**config.mk**
```make
export PLATFORM = sky130hd
export DESIGN_NAME = alarm_hysteresis_dac_clear_regs
export DESIGN_NICKNAME = d
export VERILOG_FILES = /design/src/include/alarm_regs_pkg.sv /design/src/hw/alarm_hysteresis_dac_clear_regs.sv
export SDC_FILE = /design/constraint.sdc
export NUM_CORES = 1
export LEC_CHECK = 0
export BUFFER_PORTS_ARGS = -buffer_cell sky130_fd_sc_hd__buf_2
export CAP_MARGIN = 25
export CORE_ASPECT_RATIO = 0.75
export CORE_MARGIN = 4
export CORE_UTILIZATION = 53
export DETAILED_ROUTE_END_ITERATION = 7
export HOLD_SLACK_MARGIN = 0.08
export MAX_ROUTING_LAYER = met4
export PLACE_DENSITY = 0.82
export SKIP_CTS_REPAIR_TIMING = 1
export SLEW_MARGIN = 10
export SYNTH_ARGS = -nofsm -noshare
export SYNTH_HDL_FRONTEND = slang
export SYNTH_SLANG_ARGS = --single-unit
```
**constraint.sdc**
```tcl
create_clock -name clock -period 3.2 [get_ports clock]
set_clock_uncertainty 0.15 [all_clocks]
set_input_delay 0.64 -clock clock [delete_from_list [all_inputs] [get_ports clock]]
set_output_delay 0.64 -clock clock [all_outputs]
set_load 0.05 [all_outputs]
```
**src/include/alarm_regs_pkg.sv**
```systemverilog
// register map, field layouts and reset values of the alarm, clear and power-down bank
package alarm_regs_pkg;
    localparam int ADDR_W = 8;
    localparam int DATA_W = 8;
    localparam int NUM_INPUTS = 5;
    localparam int NUM_DACS = 16;
    localparam int CODE_W = 12;
    localparam int TEMP_W = 12;
    localparam int INPUT_DB_W = 7;
    localparam int TEMP_DB_W = 5;
    localparam int LIMIT_NIB_W = 4;
    localparam int ALARM_W = NUM_INPUTS + 1;

    // register byte addresses
    localparam logic [7:0] ADDR_TEMP_LOW_LIMIT_HIGH = 8'h97;
    localparam logic [7:0] ADDR_INPUT_DEADBAND_BASE = 8'ha0;
    localparam logic [7:0] ADDR_TEMP_DEADBAND = 8'ha5;
    localparam logic [7:0] ADDR_DAC_CLEAR_LOW = 8'hb0;
    localparam logic [7:0] ADDR_DAC_CLEAR_HIGH = 8'hb1;
    localparam logic [7:0] ADDR_POWER_DOWN_LOW = 8'hb2;
    localparam logic [7:0] ADDR_POWER_DOWN_HIGH = 8'hb3;
    localparam logic [7:0] ADDR_TEMP_LOW_LIMIT_LOW = 8'h96;
    localparam logic [7:0] ADDR_TEMP_HIGH_LIMIT_LOW = 8'h94;
    localparam logic [7:0] ADDR_TEMP_HIGH_LIMIT_HIGH = 8'h95;
    localparam logic [7:0] ADDR_INPUT_LIMIT_BASE = 8'h80;
    localparam logic [7:0] ADDR_ALARM_STATUS = 8'hc8;
    localparam logic [7:0] ADDR_ALARM_MASK = 8'hc9;

    // reset values
    localparam logic [7:0] RST_TEMP_LOW_LIMIT_HIGH = 8'h08;
    localparam logic [7:0] RST_TEMP_HIGH_LIMIT_HIGH = 8'h07;
    localparam logic [7:0] RST_DEADBAND = 8'h08;
    localparam logic [7:0] RST_ZERO = 8'h00;
    localparam logic [7:0] RST_ONES = 8'hff;
    localparam logic [7:0] RST_INPUT_HIGH_LIMIT_HIGH = 8'h0f;

    // per-input limit block: four bytes per input
    localparam int LIMIT_BYTES = 4;
    localparam logic [1:0] LIM_HI_LOW = 2'h0;
    localparam logic [1:0] LIM_HI_HIGH = 2'h1;
    localparam logic [1:0] LIM_LO_LOW = 2'h2;
    localparam logic [1:0] LIM_LO_HIGH = 2'h3;

    localparam logic [7:0] UNMAPPED_READ = 8'h00;
endpackage

```
**src/hw/alarm_hysteresis_dac_clear_regs.sv**
```systemverilog
// alarm limits, hysteresis, dac clear and power-down register bank with alarm logic
// Functional notes
// - temp lower limit high nibble, reset 8, signed
// - hysteresis registers set each alarm deadband
// - five 7-bit input deadbands from a0, reset 08
// - 5-bit temperature deadband at a5, 1 degree steps
// - reserved bits reset zero, stay read/write
// - clear bit one forces dac output clear
// - clear bit zero restores normal dac code
// - clear register b0 holds dacs 0 to 7
// - clear register b1 holds dacs 8 to 15
// - power-down register b2 holds dacs 0 to 7
// - power-down bits reset to zero, functions off
// - writing one activates, zero deactivates function
// - inactive dac power control holds clamp mode
// - out-of-window value sets channel alarm flag
// - upper not above lower means permanent alarm
`timescale 1ns/1ps
`default_nettype none
module alarm_hysteresis_dac_clear_regs
    import alarm_regs_pkg::*;
(
    input wire logic clock,
    input wire logic rst_b,
    input wire logic [ADDR_W-1:0] address,
    input wire logic read,
    input wire logic write,
    input wire logic [DATA_W-1:0] writedata,
    output logic [DATA_W-1:0] readdata,
    output logic waitrequest,
    input wire logic [NUM_INPUTS*CODE_W-1:0] input_codes,
    input wire logic [TEMP_W-1:0] temp_code,
    input wire logic sample_valid,
    input wire logic [NUM_DACS*CODE_W-1:0] dac_codes,
    output logic [NUM_DACS*CODE_W-1:0] dac_out_codes,
    output logic [NUM_DACS-1:0] dac_clamp,
    output logic [ALARM_W-1:0] channel_alarm_flag,
    output logic irq
);
    logic [DATA_W-1:0] temp_low_limit_low;
    logic [DATA_W-1:0] temp_low_limit_high;
    logic [DATA_W-1:0] temp_high_limit_low;
    logic [DATA_W-1:0] temp_high_limit_high;
    logic [DATA_W-1:0] input_limits [NUM_INPUTS*LIMIT_BYTES];
    logic [DATA_W-1:0] analog_input_hysteresis [NUM_INPUTS];
    logic [DATA_W-1:0] temperature_hysteresis;
    logic [DATA_W-1:0] dac_clear_low_group;
    logic [DATA_W-1:0] dac_clear_high_group;
    logic [DATA_W-1:0] power_down_low_group;
    logic [DATA_W-1:0] power_down_high_group;
    logic [DATA_W-1:0] alarm_mask;
    logic [ALARM_W-1:0] alarm_status;
    logic [ALARM_W-1:0] out_of_range;
    logic [ALARM_W-1:0] next_out_of_range;
    logic [ALARM_W-1:0] clear_status;
    logic access_done;
    logic wr_en;
    logic [DATA_W-1:0] next_readdata;
    logic [NUM_DACS-1:0] dac_force_zero_bit;
    logic [NUM_DACS-1:0] dac_power_control;

    // one wait cycle per access: answer at the second edge of the request
    assign waitrequest = (read | write) & ~access_done;
    assign wr_en = write & access_done;

    // per-register write strobes, taken at the edge that sees waitrequest low
    logic wr_temp_high_low;
    logic wr_temp_high_high;
    logic wr_temp_low_low;
    logic wr_temp_low_high;
    logic wr_temp_db;
    logic wr_clear_low;
    logic wr_clear_high;
    logic wr_power_low;
    logic wr_power_high;
    logic wr_mask;
    logic wr_status;
    assign wr_temp_high_low = wr_en && (address == ADDR_TEMP_HIGH_LIMIT_LOW);
    assign wr_temp_high_high = wr_en && (address == ADDR_TEMP_HIGH_LIMIT_HIGH);
    assign wr_temp_low_low = wr_en && (address == ADDR_TEMP_LOW_LIMIT_LOW);
    assign wr_temp_low_high = wr_en && (address == ADDR_TEMP_LOW_LIMIT_HIGH);
    assign wr_temp_db = wr_en && (address == ADDR_TEMP_DEADBAND);
    assign wr_clear_low = wr_en && (address == ADDR_DAC_CLEAR_LOW);
    assign wr_clear_high = wr_en && (address == ADDR_DAC_CLEAR_HIGH);
    assign wr_power_low = wr_en && (address == ADDR_POWER_DOWN_LOW);
    assign wr_power_high = wr_en && (address == ADDR_POWER_DOWN_HIGH);
    assign wr_mask = wr_en && (address == ADDR_ALARM_MASK);
    assign wr_status = wr_en && (address == ADDR_ALARM_STATUS);

    always_ff @(posedge clock or negedge rst_b) begin
        if (!rst_b) begin
            access_done <= 1'b0;
        end else begin
            access_done <= (read | write) & ~access_done;
        end
    end

    function automatic logic in_input_limits(input logic [ADDR_W-1:0] a);
        return (a >= ADDR_INPUT_LIMIT_BASE) &&
               (a < ADDR_INPUT_LIMIT_BASE + ADDR_W'(NUM_INPUTS*LIMIT_BYTES));
    endfunction

    function automatic logic in_input_deadband(input logic [ADDR_W-1:0] a);
        return (a >= ADDR_INPUT_DEADBAND_BASE) &&
               (a < ADDR_INPUT_DEADBAND_BASE + ADDR_W'(NUM_INPUTS));
    endfunction

    // input limit bytes, high halves reset to all ones upper limit
    always_ff @(posedge clock or negedge rst_b) begin
        if (!rst_b) begin
            for (int i = 0; i < NUM_INPUTS*LIMIT_BYTES; i++) begin
                unique case (2'(i % LIMIT_BYTES))
                    LIM_HI_LOW: input_limits[i] <= RST_ONES;
                    LIM_HI_HIGH: input_limits[i] <= RST_INPUT_HIGH_LIMIT_HIGH;
                    LIM_LO_LOW: input_limits[i] <= RST_ZERO;
                    LIM_LO_HIGH: input_limits[i] <= RST_ZERO;
                endcase
            end
        end else if (wr_en && in_input_limits(address)) begin
            input_limits[5'(address - ADDR_INPUT_LIMIT_BASE)] <= writedata;
        end
    end

    always_ff @(posedge clock or negedge rst_b) begin
        if (!rst_b) begin
            temp_high_limit_low <= RST_ONES;
            temp_high_limit_high <= RST_TEMP_HIGH_LIMIT_HIGH;
            temp_low_limit_low <= RST_ZERO;
            temp_low_limit_high <= RST_TEMP_LOW_LIMIT_HIGH;
        end else begin
            if (wr_temp_high_low) begin
                temp_high_limit_low <= writedata;
            end
            if (wr_temp_high_high) begin
                temp_high_limit_high <= writedata;
            end
            if (wr_temp_low_low) begin
                temp_low_limit_low <= writedata;
            end
            if (wr_temp_low_high) begin
                temp_low_limit_high <= writedata;
            end
        end
    end

    always_ff @(posedge clock or negedge rst_b) begin
        if (!rst_b) begin
            for (int i = 0; i < NUM_INPUTS; i++) begin
                analog_input_hysteresis[i] <= RST_DEADBAND;
            end
            temperature_hysteresis <= RST_DEADBAND;
        end else if (wr_en) begin
            if (in_input_deadband(address)) begin
                analog_input_hysteresis[3'(address - ADDR_INPUT_DEADBAND_BASE)] <= writedata;
            end
            if (wr_temp_db) begin
                temperature_hysteresis <= writedata;
            end
        end
    end

    always_ff @(posedge clock or negedge rst_b) begin
        if (!rst_b) begin
            dac_clear_low_group <= RST_ZERO;
            dac_clear_high_group <= RST_ZERO;
            power_down_low_group <= RST_ZERO;
            power_down_high_group <= RST_ZERO;
        end else begin
            if (wr_clear_low) begin
                dac_clear_low_group <= writedata;
            end
            if (wr_clear_high) begin
                dac_clear_high_group <= writedata;
            end
            if (wr_power_low) begin
                power_down_low_group <= writedata;
            end
            if (wr_power_high) begin
                power_down_high_group <= writedata;
            end
        end
    end

    always_ff @(posedge clock or negedge rst_b) begin
        if (!rst_b) begin
            alarm_mask <= RST_ZERO;
        end else if (wr_mask) begin
            alarm_mask <= writedata;
        end
    end

    // dac output path: clear forces zero code, inactive power control clamps
    assign dac_force_zero_bit = {dac_clear_high_group, dac_clear_low_group};
    assign dac_power_control = {power_down_high_group, power_down_low_group};

    always_ff @(posedge clock or negedge rst_b) begin
        if (!rst_b) begin
            dac_out_codes <= '0;
        end else begin
            for (int d = 0; d < NUM_DACS; d++) begin
                if (dac_force_zero_bit[d]) begin
                    dac_out_codes[d*CODE_W +: CODE_W] <= '0;
                end else begin
                    dac_out_codes[d*CODE_W +: CODE_W] <= dac_codes[d*CODE_W +: CODE_W];
                end
            end
        end
    end

    always_ff @(posedge clock or negedge rst_b) begin
        if (!rst_b) begin
            dac_clamp <= '1;
        end else begin
            dac_clamp <= ~dac_power_control;
        end
    end

    // window comparison with hysteresis, one per monitored channel
    function automatic logic window_step(
        input logic signed [CODE_W+1:0] value,
        input logic signed [CODE_W+1:0] upper,
        input logic signed [CODE_W+1:0] lower,
        input logic signed [CODE_W+1:0] band,
        input logic was_out
    );
        logic outside;
        logic inside_margin;
        outside = (value > upper) || (value < lower);
        inside_margin = (value <= upper - band) && (value >= lower + band);
        if (upper <= lower) return 1'b1;
        if (outside) return 1'b1;
        if (was_out) return ~inside_margin;
        return 1'b0;
    endfunction

    always_comb begin
        next_out_of_range = out_of_range;
        for (int c = 0; c < NUM_INPUTS; c++) begin
            next_out_of_range[c] = window_step(
                {2'b00, input_codes[c*CODE_W +: CODE_W]},
                {2'b00, input_limits[c*LIMIT_BYTES+1][LIMIT_NIB_W-1:0],
                    input_limits[c*LIMIT_BYTES]},
                {2'b00, input_limits[c*LIMIT_BYTES+3][LIMIT_NIB_W-1:0],
                    input_limits[c*LIMIT_BYTES+2]},
                {7'h00, analog_input_hysteresis[c][INPUT_DB_W-1:0]},
                out_of_range[c]);
        end
        next_out_of_range[NUM_INPUTS] = window_step(
            {{2{temp_code[TEMP_W-1]}}, temp_code},
            {{3{temp_high_limit_high[LIMIT_NIB_W-1]}},
                temp_high_limit_high[LIMIT_NIB_W-2:0], temp_high_limit_low},
            {{3{temp_low_limit_high[LIMIT_NIB_W-1]}},
                temp_low_limit_high[LIMIT_NIB_W-2:0], temp_low_limit_low},
            {9'h000, temperature_hysteresis[TEMP_DB_W-1:0]},
            out_of_range[NUM_INPUTS]);
    end

    always_ff @(posedge clock or negedge rst_b) begin
        if (!rst_b) begin
            out_of_range <= '0;
        end else if (sample_valid) begin
            out_of_range <= next_out_of_range;
        end
    end

    // sticky status: write one to clear, a new event wins over the clear
    assign clear_status = wr_status ? writedata[ALARM_W-1:0] : '0;

    always_ff @(posedge clock or negedge rst_b) begin
        if (!rst_b) begin
            alarm_status <= '0;
        end else begin
            alarm_status <= (alarm_status & ~clear_status) | out_of_range;
        end
    end

    assign channel_alarm_flag = alarm_status;

    always_ff @(posedge clock or negedge rst_b) begin
        if (!rst_b) begin
            irq <= 1'b0;
        end else begin
            irq <= |(alarm_status & alarm_mask[ALARM_W-1:0]);
        end
    end

    always_comb begin
        next_readdata = UNMAPPED_READ;
        if (in_input_limits(address)) begin
            next_readdata = input_limits[5'(address - ADDR_INPUT_LIMIT_BASE)];
        end else if (in_input_deadband(address)) begin
            next_readdata = analog_input_hysteresis[3'(address - ADDR_INPUT_DEADBAND_BASE)];
        end else begin
            unique case (address)
                ADDR_TEMP_HIGH_LIMIT_LOW: begin
                    next_readdata = temp_high_limit_low;
                end
                ADDR_TEMP_HIGH_LIMIT_HIGH: begin
                    next_readdata = temp_high_limit_high;
                end
                ADDR_TEMP_LOW_LIMIT_LOW: begin
                    next_readdata = temp_low_limit_low;
                end
                ADDR_TEMP_LOW_LIMIT_HIGH: begin
                    next_readdata = temp_low_limit_high;
                end
                ADDR_TEMP_DEADBAND: begin
                    next_readdata = temperature_hysteresis;
                end
                ADDR_DAC_CLEAR_LOW: begin
                    next_readdata = dac_clear_low_group;
                end
                ADDR_DAC_CLEAR_HIGH: begin
                    next_readdata = dac_clear_high_group;
                end
                ADDR_POWER_DOWN_LOW: begin
                    next_readdata = power_down_low_group;
                end
                ADDR_POWER_DOWN_HIGH: begin
                    next_readdata = power_down_high_group;
                end
                ADDR_ALARM_STATUS: begin
                    next_readdata = {{(DATA_W-ALARM_W){1'b0}}, alarm_status};
                end
                ADDR_ALARM_MASK: begin
                    next_readdata = alarm_mask;
                end
                default: next_readdata = UNMAPPED_READ;
            endcase
        end
    end

    always_ff @(posedge clock or negedge rst_b) begin
        if (!rst_b) begin
            readdata <= '0;
        end else if (read && !access_done) begin
            readdata <= next_readdata;
        end
    end
endmodule
`default_nettype wire

```
==> results.json <==
{
  "numPortBuffers": 508,
  "synth_cells": 3159,
  "hold_start": "dac_codes[184]",
  "fin_nets": 4626,
  "setup_viol": 6,
  "route.vias.total": 29100,
  "cts_made_buffers": 50,
  "cts_tree": "built",
  "fp.coreArea_um2": 62000,
  "ys_async_sr_fraction": 1.00,
  "cpPeakStageDelay_ps": 380,
  "crit_start": "analog_input_hysteresis[16]$_DFFE_PN0P_",
  "cp_slowest_cell": "dfrtp_1",
  "period_needed_ps": 3520,
  "antenna_left": 0,
  "cp-end-kind": "flip-flop",
  "drt_iter0_markers": 2972,
  "clk_pin_slew_ps": 70,
  "syn2layout_area_growth_pct": 23.1,
  "cpLargestDelayFamily": "compound AO/OA/AOI/OAI gates",
  "violations": "setup timing",
  "synthFlopType": "dfrtp_1",
  "worst_ep_required_time_ps": 3580,
  "max-vdd-ir-drop_mv": 0.461,
  "wl_per_cell_um": 25.2,
  "drv_slew": 0,
  "finalHoldViolCount": 0,
  "yosysUniqueCellTypes": 86,
  "syn-cell-area_um2": 33200,
  "dr.pass1.iters": 5,
  "antenna_found_initial": 23,
  "avgViaCountPerCell": 6.11,
  "synth_top_area_cell": "dfrtp_1",
  "layout-drive-gt1-share": 0.335,
  "grt_pass1_wl_um": 175000,
  "grt_pass1_vias": 28600,
  "synth-seq-cells": 510,
  "rsz0062_at_grt": "true",
  "die_w_um": 297,
  "worst-setup-path-type": "reg2reg",
  "dp_hpwl_um": 93300,
  "row_count": 79,
  "initial_core_util": 0.535,
  "grt_start_max_net_pins": 70,
  "gr-total-overflow": 0,
  "cp-start-kind": "flip-flop",
  "synthesis.nets": 3892,
  "totalWireLength_um": 120000,
  "p_total_w": 0.0172,
  "drv_cap": 0,
  "gp_congestion": 1.01,
  "cts_sinks": 510,
  "hp-class": "in2reg",
  "worstMarginPinSlew_ps": 955,
  "synthTopCellsByArea": "dfrtp_1 31%, ha_1 16%, dfstp_2 7.4%",
  "min_period_over_period": 1.10,
  "dieArea_um2": 66700,
  "crit_chain": "ha_2 > inv_2 > fa_2 > nor2b_1 > o21a_1 > a311o_1 > a21o_1 > nand2_1 > xnor2_1 > ha_1 > a2111oi_4 > o21ai_1 > a211oi_1 > a221oi_1 > o221ai_1 > a221o_1",
  "power_density_nw_per_um2": 421,
  "worst_slack_ps": -325,
  "h-tree-depth": 2,
  "reg2reg_from": "analog_input_hysteresis[16]$_DFFE_PN0P_",
  "max_freq_ghz": 0.284,
  "clk_latency_ps": 640,
  "yosys_warnings": 0,
  "status": "complete, but fails checks",
  "synth_edf_count": 0,
  "slew_headroom": 0.363,
  "clockBufferDepth": 3,
  "fin_util": 0.659,
  "die_h_um": 225,
  "timing.setup.tns_ps": -982,
  "critPathBufInv": 1,
  "syn-mean-instance-area_um2": 10.5,
  "grt_usage": 0.357,
  "leakagePower_nw": 19.5,
  "cp_max_fo": 3,
  "root_buffer": "clkbuf_16",
  "seq_area_frac_synth": 0.388,
  "drc": 0,
  "netlist.area_leader.share": 0.314,
  "io_pins": 509,
  "cp.arrival_ps": 3900
}
## layer usage
layer | wire [µm] | GRT usage
met5 | 0 | -
met4 | 3320 | 0.101
met3 | 17200 | 0.157
met2 | 50200 | 0.487
met1 | 49300 | 0.480
## worst reg2reg max path: stages, from the launching register on
cell and delay (ps):
dfrtp_1 380, ha_2 210, inv_2 40, fa_2 340, nor2b_1 140, o21a_1 150
a311o_1 210, a21o_1 170, nand2_1 80, xnor2_1 130, ha_1 350, a2111oi_4 100
o21ai_1 100, a211oi_1 60, a221oi_1 380, o221ai_1 160, a221o_1 270
## stage by stage
| stage | cells | area [µm²] | hold WS [ps] | worst slack, ps |
|---|---|---|---|---|
| 4_1_cts | 4712 | 40100 | -138 | -398 |
| 3_3_place_gp | 4618 | 38300 | 238 | -270 |
| 6_report | 4767 | 40800 | 74.8 | -325 |
| 5_1_grt | 4765 | 40800 | 80.6 | -452 |
| 3_5_place_dp | 4618 | 38300 | 243 | -352 |
| 2_1_floorplan | 3159 | 33200 | 194 | -7.14 |
## registers in the layout, indices dropped and copies added (netlist names)
signal and cells:
dac_out_codes 192, input_limits 160, analog_input_hysteresis 40, dac_clamp 16, alarm_mask 8, dac_clear_high_group 8
dac_clear_low_group 8, power_down_high_group 8, power_down_low_group 8, readdata 8, temp_high_limit_high 8, temp_high_limit_low 8
temp_low_limit_high 8, temp_low_limit_low 8, temperature_hysteresis 8, channel_alarm_flag 6, out_of_range 6, access_done 1
irq 1
## path summary, 6_finish.rpt
kind                                                 endpoint  slack [ps]  depth (start not counted)
worst max-delay path              out_of_range[2]$_DFFE_PN0P_        -320                         16
worst min-delay path             dac_out_codes[184]$_DFF_PN0_          70                          2
worst max register to register    out_of_range[2]$_DFFE_PN0P_        -320                         16
worst min register to register         dac_clamp[3]$_DFF_PN1_         260                          1
max in group asynchronous       input_limits[113]$_DFFE_PN1P_        1520                          3
min in group asynchronous         dac_out_codes[39]$_DFF_PN0_         470                          2
## cells by family (layout without fill, tap and decap cells)
| family | after synthesis | count (layout) | synth area share |
|---|---|---|---|
| compound gates | 641 | 641 | 0.125 |
| xor+xnor | 92 | 92 | 0.0243 |
| fa+ha+maj | 448 | 448 | 0.172 |
| buf+inv | 346 | 1122 | 0.0417 |
| flops | 510 | 510 | 0.388 |
| mux | 273 | 273 | 0.113 |
| other cells | 0 | 22 | 0 |
| simple gates | 849 | 849 | 0.136 |
## cells in the mapped netlist (39+ instances only)
master	instances
dfrtp_1	416
o21ai_0	176
nand2b_1	40
mux2_2	209
xnor2_1	74
nor2b_1	236
nand3_1	83
nand4_1	54
ha_1	436
nor2_1	103
a21oi_1	153
mux4_2	52
nor3_1	44
a211oi_1	39
clkbuf_1	66
nand2_1	198
dfstp_2	94
inv_1	237
## placed cells by master (no fill, tap or decap), drive strengths merged, types with 74 or more instances in the layout
cell | synthesis | final
buf | 40 | 771
ha | 436 | 436
dfrtp | 416 | 416
inv | 239 | 241
nor2b | 236 | 236
mux2 | 209 | 209
nand2 | 202 | 202
o21ai | 176 | 176
a21oi | 153 | 153
nor2 | 107 | 107
dfstp | 94 | 94
nand3 | 83 | 83
clkbuf | 66 | 76
xnor2 | 74 | 74
## power by group
group | internal, W | switching, W
registers | 0.00673 | 0.000255
clock network | 0.00384 | 0.00275
logic | 0.00134 | 0.00226
## cell type report
class	instances	area, µm²
inverter	240	903
sequential	510	12900
clock buffer	76	1460
tap	810	1010
timing repair buffer	788	4830
antenna	22	55.1
clock inverter	18	375
multi-input combinational	2303	19300
fill	4712	21100
Note: power is estimated with default switching activity, not from simulation.
